==> config.mk <==
export PLATFORM = sky130hd
export DESIGN_NAME = rct_timer
export DESIGN_NICKNAME = d
export VERILOG_FILES = /design/src/rtl/rct_pkg.sv /design/src/rtl/rct_timer.sv
export SDC_FILE = /design/constraint.sdc
export NUM_CORES = 1
export LEC_CHECK = 0
export BUFFER_PORTS_ARGS = -buffer_cell sky130_fd_sc_hd__buf_4
export CAP_MARGIN = 0
export CORE_MARGIN = 5
export CORE_UTILIZATION = 55
export CTS_CLUSTER_DIAMETER = 80
export CTS_CLUSTER_SIZE = 16
export DETAILED_ROUTE_END_ITERATION = 8
export GPL_TIMING_DRIVEN = 0
export PLACE_DENSITY = 0.75
export REMOVE_ABC_BUFFERS = 1
export SYNTH_ARGS = -nofsm -noshare
export SYNTH_HDL_FRONTEND = slang
export SYNTH_SLANG_ARGS = --single-unit
==> constraint.sdc <==
create_clock -name ref_clk -period 5.72 [get_ports ref_clk]
set_input_delay 0.572 -clock ref_clk [delete_from_list [all_inputs] [get_ports ref_clk]]
set_output_delay 0.572 -clock ref_clk [all_outputs]
set_load 0.1 [all_outputs]
==> src/rtl/rct_pkg.sv <==
// Package for the countdown timer block: register map, fields, reset values, rates.
// Assumes a 100 MHz ref_clk and a simple byte-wide register port from the serial front end.
package rct_pkg;

    localparam int unsigned CLK_HZ = 100_000_000;
    localparam logic [7:0] ADDR_CONTROL_MAIN = 8'h00;
    localparam logic [7:0] ADDR_IRQ_ENABLE = 8'h01;
    localparam logic [7:0] ADDR_IRQ_FLAG = 8'h02;
    localparam logic [7:0] ADDR_COUNT_LOW = 8'h18;
    localparam logic [7:0] ADDR_COUNT_HIGH = 8'h19;

    localparam int BIT_RUN = 1;
    localparam int BIT_RELOAD = 2;
    localparam int BIT_SEL_LO = 5;
    localparam int BIT_SEL_HI = 6;
    localparam int BIT_TIMER_IRQ = 1;
    localparam int IRQ_IMPL_BITS = 5;

    localparam logic [7:0] CONTROL_MAIN_RESET = 8'h99;
    localparam logic [7:0] IRQ_ENABLE_RESET = 8'h00;
    localparam logic [7:0] IRQ_FLAG_RESET = 8'h00;
    localparam logic [7:0] COUNT_RESET = 8'h00;

    // Source tick periods and their length in ref_clk cycles
    localparam int unsigned PERIOD_32HZ_NS = 31_250_000;
    localparam int unsigned PERIOD_8HZ_NS = 125_000_000;
    localparam int unsigned PERIOD_1HZ_NS = 1_000_000_000;
    localparam longint unsigned PERIOD_HALFHZ_NS = 64'd2_000_000_000;
    localparam int unsigned CLK_PERIOD_NS = 10;
    localparam int unsigned CYC_32HZ = PERIOD_32HZ_NS / CLK_PERIOD_NS;
    localparam int unsigned CYC_8HZ = PERIOD_8HZ_NS / CLK_PERIOD_NS;
    localparam int unsigned CYC_1HZ = PERIOD_1HZ_NS / CLK_PERIOD_NS;
    localparam int unsigned CYC_HALFHZ = 32'(PERIOD_HALFHZ_NS / CLK_PERIOD_NS);

    localparam logic [1:0] SEL_32HZ = 2'h0;
    localparam logic [1:0] SEL_8HZ = 2'h1;
    localparam logic [1:0] SEL_1HZ = 2'h2;
    localparam logic [1:0] SEL_HALFHZ = 2'h3;

    typedef enum logic [2:0] {
        CD_IDLE = 3'b001,
        CD_COUNT = 3'b010,
        CD_RELOAD = 3'b100
    } rct_phase_type;

    typedef struct packed {
        logic wr;
        logic rd;
        logic [7:0] addr;
        logic [7:0] wdata;
    } rct_req_type;

    typedef struct packed {
        logic [7:0] control_main;
        logic [7:0] irq_enable_reg;
        logic [7:0] irq_flag_reg;
        logic [7:0] count_value_low;
        logic [7:0] count_value_high;
        logic [15:0] counter;
        logic [27:0] prescale;
        rct_phase_type phase;
        logic [7:0] rdata;
    } rct_state_type;

endpackage

==> src/rtl/rct_timer.sv <==
// Countdown timer with flag and open-drain interrupt, behind a byte register port.
// Assumes the serial bus front end presents one-cycle rd/wr strobes synchronous to ref_clk.
`timescale 1ns/1ns
`default_nettype none

// Notes on behaviour
// - Count only while run bit is set
// - Select field picks 32, 8, 1, 0.5 Hz
// - Start value from low and high bytes
// - Zero start value keeps countdown idle with run bit still set
// - Period ends when counter reaches zero
// - Auto-reload restarts the next period
// - Reload costs one extra source tick
// - Enabled end of period sets the flag
// - Interrupt follows flag until host clears it
// - Select and reload writable only when stopped
// - Start bytes writable only when stopped, no reload
// - Upper bits of enable and flag read zero
// - Reset gives stopped timer, 32 Hz, no enables
// - Interrupt is active-low open-drain
module rct_timer #(
    parameter int unsigned PRESCALE_32HZ = rct_pkg::CYC_32HZ,
    parameter int unsigned PRESCALE_8HZ = rct_pkg::CYC_8HZ,
    parameter int unsigned PRESCALE_1HZ = rct_pkg::CYC_1HZ,
    parameter int unsigned PRESCALE_HALFHZ = rct_pkg::CYC_HALFHZ
) (
    input wire logic ref_clk,
    input wire logic sys_rst,
    input wire rct_pkg::rct_req_type reg_req,
    output logic [7:0] reg_rdata,
    input wire logic irq_n_in,
    output logic irq_n_out,
    output logic irq_n_oe
);
    import rct_pkg::*;

    // Every divider limit must fit the 28-bit prescale counter
    if (PRESCALE_32HZ < 1 || PRESCALE_8HZ < 1 || PRESCALE_1HZ < 1 || PRESCALE_HALFHZ < 1 ||
        PRESCALE_32HZ > (1 << 28) || PRESCALE_8HZ > (1 << 28) || PRESCALE_1HZ > (1 << 28) ||
        PRESCALE_HALFHZ > (1 << 28)) begin : g_bad_prescale
        $error("rct_timer: prescale out of range");
    end

    ////////////////////////////////////////////////////////////////////////////
    rct_state_type state;
    rct_state_type next_state;
    logic [27:0] tick_limit;
    logic tick;
    logic run;
    logic [15:0] start_value;

    assign run = state.control_main[BIT_RUN];
    assign start_value = {state.count_value_high, state.count_value_low};

    always_comb begin
        case ({state.control_main[BIT_SEL_HI], state.control_main[BIT_SEL_LO]})
            SEL_32HZ: tick_limit = 28'(PRESCALE_32HZ - 1);
            SEL_8HZ: tick_limit = 28'(PRESCALE_8HZ - 1);
            SEL_1HZ: tick_limit = 28'(PRESCALE_1HZ - 1);
            default: tick_limit = 28'(PRESCALE_HALFHZ - 1);
        endcase
    end
    assign tick = run && (state.prescale == tick_limit);

    ////////////////////////////////////////////////////////////////////////////
    always_comb begin
        logic done;
        logic stopped;
        done = 1'b0;
        next_state = state;
        stopped = !run;
        next_state.rdata = 8'h00;

        // Source-clock divider, held in reset while stopped
        if (!run || state.prescale == tick_limit) begin
            next_state.prescale = 28'h0000000;
        end else begin
            next_state.prescale = state.prescale + 28'h0000001;
        end

        case (state.phase)
            CD_IDLE: begin
                next_state.counter = start_value;
                if (run && start_value != 16'h0000) begin
                    next_state.phase = CD_COUNT;
                end
            end
            CD_COUNT: begin
                if (!run) begin
                    next_state.phase = CD_IDLE;
                end else if (tick) begin
                    next_state.counter = state.counter - 16'h0001;
                    if (state.counter == 16'h0001) begin
                        done = 1'b1;
                        next_state.phase = state.control_main[BIT_RELOAD] ? CD_RELOAD : CD_IDLE;
                        if (!state.control_main[BIT_RELOAD]) begin
                            next_state.control_main[BIT_RUN] = 1'b0;
                        end
                    end
                end
            end
            CD_RELOAD: begin
                if (!run) begin
                    next_state.phase = CD_IDLE;
                end else if (tick) begin
                    next_state.counter = start_value;
                    next_state.phase = CD_COUNT;
                end
            end
            default: next_state.phase = CD_IDLE;
        endcase

        // Register writes
        if (reg_req.wr) begin
            case (reg_req.addr)
                ADDR_CONTROL_MAIN: begin
                    next_state.control_main[7] = reg_req.wdata[7];
                    next_state.control_main[4:3] = reg_req.wdata[4:3];
                    next_state.control_main[0] = reg_req.wdata[0];
                    next_state.control_main[BIT_RUN] = reg_req.wdata[BIT_RUN];
                    if (stopped) begin
                        next_state.control_main[BIT_SEL_HI] = reg_req.wdata[BIT_SEL_HI];
                        next_state.control_main[BIT_SEL_LO] = reg_req.wdata[BIT_SEL_LO];
                        next_state.control_main[BIT_RELOAD] = reg_req.wdata[BIT_RELOAD];
                    end
                end
                ADDR_IRQ_ENABLE: next_state.irq_enable_reg = {3'b000, reg_req.wdata[IRQ_IMPL_BITS-1:0]};
                ADDR_IRQ_FLAG: next_state.irq_flag_reg = {3'b000, state.irq_flag_reg[4:0] & reg_req.wdata[4:0]};
                ADDR_COUNT_LOW: begin
                    if (stopped && !state.control_main[BIT_RELOAD]) begin
                        next_state.count_value_low = reg_req.wdata;
                    end
                end
                ADDR_COUNT_HIGH: begin
                    if (stopped && !state.control_main[BIT_RELOAD]) begin
                        next_state.count_value_high = reg_req.wdata;
                    end
                end
                default: ;
            endcase
        end

        // Flag set wins over a clear in the same cycle
        if (done && state.irq_enable_reg[BIT_TIMER_IRQ]) begin
            next_state.irq_flag_reg[BIT_TIMER_IRQ] = 1'b1;
        end

        if (reg_req.rd) begin
            case (reg_req.addr)
                ADDR_CONTROL_MAIN: next_state.rdata = state.control_main;
                ADDR_IRQ_ENABLE: next_state.rdata = {3'b000, state.irq_enable_reg[4:0]};
                ADDR_IRQ_FLAG: next_state.rdata = {3'b000, state.irq_flag_reg[4:0]};
                ADDR_COUNT_LOW: next_state.rdata = state.count_value_low;
                ADDR_COUNT_HIGH: next_state.rdata = state.count_value_high;
                default: next_state.rdata = 8'h00;
            endcase
        end
    end

    always_ff @(posedge ref_clk) begin
        if (sys_rst) begin
            state.control_main <= CONTROL_MAIN_RESET;
            state.irq_enable_reg <= IRQ_ENABLE_RESET;
            state.irq_flag_reg <= IRQ_FLAG_RESET;
            state.count_value_low <= COUNT_RESET;
            state.count_value_high <= COUNT_RESET;
            state.counter <= 16'h0000;
            state.prescale <= 28'h0000000;
            state.phase <= CD_IDLE;
            state.rdata <= 8'h00;
        end else begin
            state <= next_state;
        end
    end

    ////////////////////////////////////////////////////////////////////////////
    assign reg_rdata = state.rdata;
    assign irq_n_out = 1'b0;
    assign irq_n_oe = !(state.irq_flag_reg[BIT_TIMER_IRQ]);
endmodule // rct_timer

`default_nettype wire

=== After elaboration in Yosys (flattened, before gate mapping) ===
Index checks and enable logic that the tools add are counted.
Widths: inputs -> output; s select.

* Memories: 0
* Register bits after elaboration: 89
* Memory bits (read-only): 0
* Latch bits: 0
* Output and inout port bits: 10
* Logic and storage cells: 94
* Bits in writable memories: 0

* $mul: 0
* Add/subtract/negate cells: 2
* Div/mod/pow operators: 0
* Bitwise gates (word level): 3
* $lt $le $gt $ge: 0
* Multiplexer cells: 33
* Equal/unequal tests: 19
* Reductions and logical operators: 25
* Shifts and indexed selects: 0

{| class="wikitable"
|+ Operators by type and width
! kind !! count
|-
| $pmux 28 s3 || 1
|-
| $mux 16 || 4
|-
| $pmux 16 s3 || 1
|-
| $pmux 8 s5 || 1
|-
| $mux 34 || 1
|-
| $mux 8 || 4
|-
| $add 28x1->28 const B || 1
|-
| $eq 28x28->1 || 1
|-
| $mux 3 || 7
|-
| $eq 16x1->1 const B || 1
|-
| $eq 8x5->1 const B || 2
|-
| $reduce_bool 16->1 || 1
|-
| $sub 16x1->16 const B || 1
|-
| $mux 1 || 10
|-
| $mux 5 || 2
|-
| $ne 2x2->1 const B || 5
|-
| $ne 3x3->1 const B || 3
|-
| $pmux 3 s3 || 1
|-
| $reduce_and 3->1 || 3
|-
| $eq 8x1->1 const B || 1
|-
| $eq 8x2->1 const B || 1
|-
| $logic_not 8->1 || 1
|-
| $reduce_and 2->1 || 4
|-
| $and 5x5->5 || 1
|-
| 16 further kinds || 24
|}

=== Logic depth before layout (Yosys ltp) ===
* Depth in word-level cells: 10
* Depth in mapped cells: 10

=== Least setup slack after synthesis ===
Ideal clock, no wire load.

* Path kind: input-to-reg
* Start: input port reg_req[13] in the netlist's numbering
* End: register state (netlist bit start_value[14])
* Buffers on the path: 1
* Stages: 7
* Path slack: 3.293 ns
* Arrival time: 2.299 ns
* Data required time: 5.592 ns
* Cells stage by stage: or4_1 or2_2 nor2_2 and3_1 buf_4 mux2i_1 nor2_1

* Longest elaborated chain between the ends: 2

{| class="wikitable"
|+ RTL lines
! item !! line !! RTL
|-
| from (decl) || rct_timer.sv:29 || <nowiki>input wire rct_pkg::rct_req_type reg_req,</nowiki>
|-
| $eq 8x5->1 || rct_timer.sv:115 || <nowiki>case (reg_req.addr)</nowiki>
|-
| $reduce_and 3->1 (no source line) || - ||
|-
| to (signal assigned) || rct_timer.sv:172 || <nowiki>state <= next_state;</nowiki>
|-
| to (decl) || rct_timer.sv:45 || <nowiki>rct_state_type state;</nowiki>
|}

Every way passes these cells.
A chain may end at the register's enable or synchronous reset.

=== Final worst setup path ===
* Start: input port reg_req[13] in the netlist's numbering
* End: register state[93] in the netlist's numbering

* Longest elaborated chain between the ends: 2

{| class="wikitable"
|+ RTL lines
! item !! line
|-
| $logic_not 8->1 || rct_timer.sv:115
|-
| $reduce_and 3->1 (no source line) || -
|}

Every way passes these cells.

==> results.md <==
* Critical Path AT at 3410 ps
* Via Count at just over 4000
* Max-slew violations at 0
* DRT Wirelength at around 11000 microns
* Final nets at ~590
* Worst-case clock skew at roughly 11 ps
* GRT Total Usage at 0.226
* Port Buffers at 28
* Least-Margin Pin Slew at 1300 ps
* Ys Warns at 0
* Clock slew at reported path FFs at approximately 90 ps
* Global-route track usage on met2 at 0.351
* Main synth FF type: dfxtp_1
* Initial Util at 0.563
* DIE AREA at 10300 sq um
* Via density at slightly above 6
* Status: finished clean
* Worst Hold Class: reg2reg
* EDFF count, synth at 0
* Layout fillers at between 700 and 800
* Placed Area at about 4800 sq um
* Final setup fails at 0
* Worst path slowest cell: nor4b_2
* H-Tree Depth at 3
* ANT nets after route at 0
* Critical path endpoint category: flop
* Fraction of registers with async set or reset after synthesis at 0
* Drt wl/cell at between 15 and 20 microns
* Worst skew pair latency at about 370 ps
* Max_cap viols at 0
* WP data required at between 5000 and 6000 ps
* Leakage power at approximately 1.7 nW
* Synth-to-Final Area Change at 8.20%
* TNS Setup at 0 ps
* Vias in the first global route at about 3900
* Drc violations at 0
* Final worst path period share at 0.557
* Layout cells sized above 1 at 0.103
* Max frequency at between 300 and 400 MHz
* Peak supply drop at 0.151 mV
* CP Cell Sequence: buf_4, or4_1, nor4b_2, nand2_1, nor2_1, mux2i_1, nor2_1
* Post-synthesis cell count at around 550
* Critical Setup Path Class: in2reg
* First-pass GRT wire length at 18600 microns
* Die Wd at between 100 and 150 microns
* Antenna violations before repair at 0
* Hold_buf cts at 0
* Final instance area at ~5000 sq um
* Core box area at approximately 8200 sq um
* Setup slack, reg-to-reg at 2680 ps
* First-pass DRT Iterations at 5
* Crit path launch type: primary input
* Chip height at ~100 microns
* Total global routing overflow at 0
* Sequential element share of the synthesized area at 0.387
* Grt met3 use at 0.0441
* CTS sink count at 89
* Routability cong. at 0.883
* Slew margin rel. at 0.130
* Initial drt markers at about 240
* Largest net degree at the start of global routing at 61
* RSZ-0062 raised after global routing: no
* Cell Rows at 33
* Detail Placement HPWL at between 7000 and 8000 microns
* Area of the mapped netlist at approximately 4600 sq um
* Final Util at 0.610
* CTS Buf Count at 9
* Top cells by area, synth: dfxtp_1 39%, nor2_1 6.5%, mux2i_1 4.6%, nand2_1 3.7%, a21oi_1 3.3%
* Average size of a mapped cell at 8.39 sq um
* #FFs+latches synth at 89
* Top cell type by total area after synthesis: dfxtp_1
* Clk root buf: clkbuf_8
* Min cycle time layout at 3180 ps
* Gr busiest metal: met2
* I/O Pins at 31
* Synth unique cells at 65
* M1 GR Usage at 0.315
* Non-filler instance count after layout at 668
* Number of diodes at 0
* CTS tree: yes
* Final hold violation count at 0
* Slowest stage delay, CP at between 1000 and 1500 ps
* Cts repair resizes at 0
* Critical path fanouts, max at 14
* Post CTS Setup Buffer Count at 0
* # placed instances at roughly 650
* CTS max path bufs at 2
* Critical Path Most Common Cell: nor2_1
* PwrDens at 214 nW/um^2
* Top cell type's share of synthesized area at 0.387
-- cell usage after synthesis, drive strengths merged, types with 2 or more instances --
master	instances
a22oi	8
buf	14
o2111ai	7
o311ai	2
nor3b	8
nor2	81
xor2	13
nor4	11
o21bai	2
nand4	8
nand3	25
a21oi	30
nor4b	2
clkbuf	16
nand2	45
dfxtp	89
a222oi	8
nor2b	5
xnor2	17
nand3b	4
a32oi	2
o22ai	2
o41ai	2
or2	5
nor3	14
or3	5
and3b	2
a22o	2
and2	2
ha	9
and4	5
inv	13
a211o	4
and3	11
or4	5
o31ai	3
nor4bb	3
nand2b	3
mux2i	21
o21ai	30
-- cell families after synthesis --
group	synth area share
buffers and inverters	0.0443
and+or+nand+nor	0.284
xor gates and xnor gates	0.0570
other	0.000814
adders and majority gates	0.0245
DFF	0.387
muxes	0.0456
AOI/OAI and AO/OA	0.157
-- metal layers --
| layer | vias to the layer above | routed length [microns] | part of all wire |
|---|---|---|---|
| met1 | 1930 | 5190 | 0.46 |
| met4 | 0 | 191 | 0.017 |
| met2 | 133 | 5070 | 0.45 |
| met5 | - | 0 | 0 |
| li1 | 1997 | - | - |
| met3 | 22 | 712 | 0.064 |
-- cell usage in the layout, fill, tap and decap left out, drive strengths merged, types with 5 or more instances in the layout --
cell	count
nor3	14
nor2b	5
a222oi	8
nor3b	8
dfxtp	89
nor4	11
or3	5
or4	5
a21oi	30
o2111ai	7
nand4	8
clkbuf	9
nand2	45
xor2	13
and4	5
nand3	25
mux2i	21
buf	28
nor2	81
inv	16
and3	11
ha	9
a22oi	8
o21ai	30
or2	5
xnor2	17
-- flip-flops by register name, indices dropped and copies added (netlist names) --
signal,flops
state,64
start_value,16
reg_rdata,8
run,1
-- worst paths after layout --
kind                                   from        end  depth (start not counted)
worst max-delay path            reg_req[13]  state[93]                          7
worst min-delay path              state[11]  state[11]                          1
worst max register to register    state[92]  state[37]                          8
worst min register to register    state[11]  state[11]                          1
-- critical path, delay by kind of cell --
family / cells / cell delay [ps]
buf+inv: 1 / 100
mux: 1 / 220
simple gates: 5 / 2500
-- cell type report --
type / instances / area, sq um / share of cell area
multi-input combinational: 417 / 2630 / 0.527
tap: 105 / 131 / 0.0264
sequential: 89 / 1780 / 0.358
clock buffer: 9 / 124 / 0.0249
clock inverter: 7 / 62.6 / 0.0126
timing repair buffer: 28 / 210 / 0.0422
inverter: 13 / 48.8 / 0.00979
-- power breakdown --
| group | leakage [nW] | total [mW] | internal (mW) | switching, mW |
|---|---|---|---|---|
| Combinational | 0.931 | 0.0308 | 0.0113 | 0.0195 |
| Clock | 0.0923 | 0.414 | 0.166 | 0.247 |
| Sequential | 0.717 | 0.620 | 0.619 | 0.000412 |
| Total | 1.74 | 1.06 | 0.797 | 0.267 |
-- stage by stage --
step / setup slack [ps] / power (mW) / hold WS [ps]
4_1_cts: 2530 / 1.07 / 449
6_report: 2540 / 1.06 / 449
3_5_place_dp: 2180 / 0.665 / 438
2_1_floorplan: 3050 / 0.642 / 418
3_3_place_gp: 2220 / 0.664 / 428
5_1_grt: 2300 / 1.10 / 457
No activity file was read; power rests on OpenSTA's default activity.
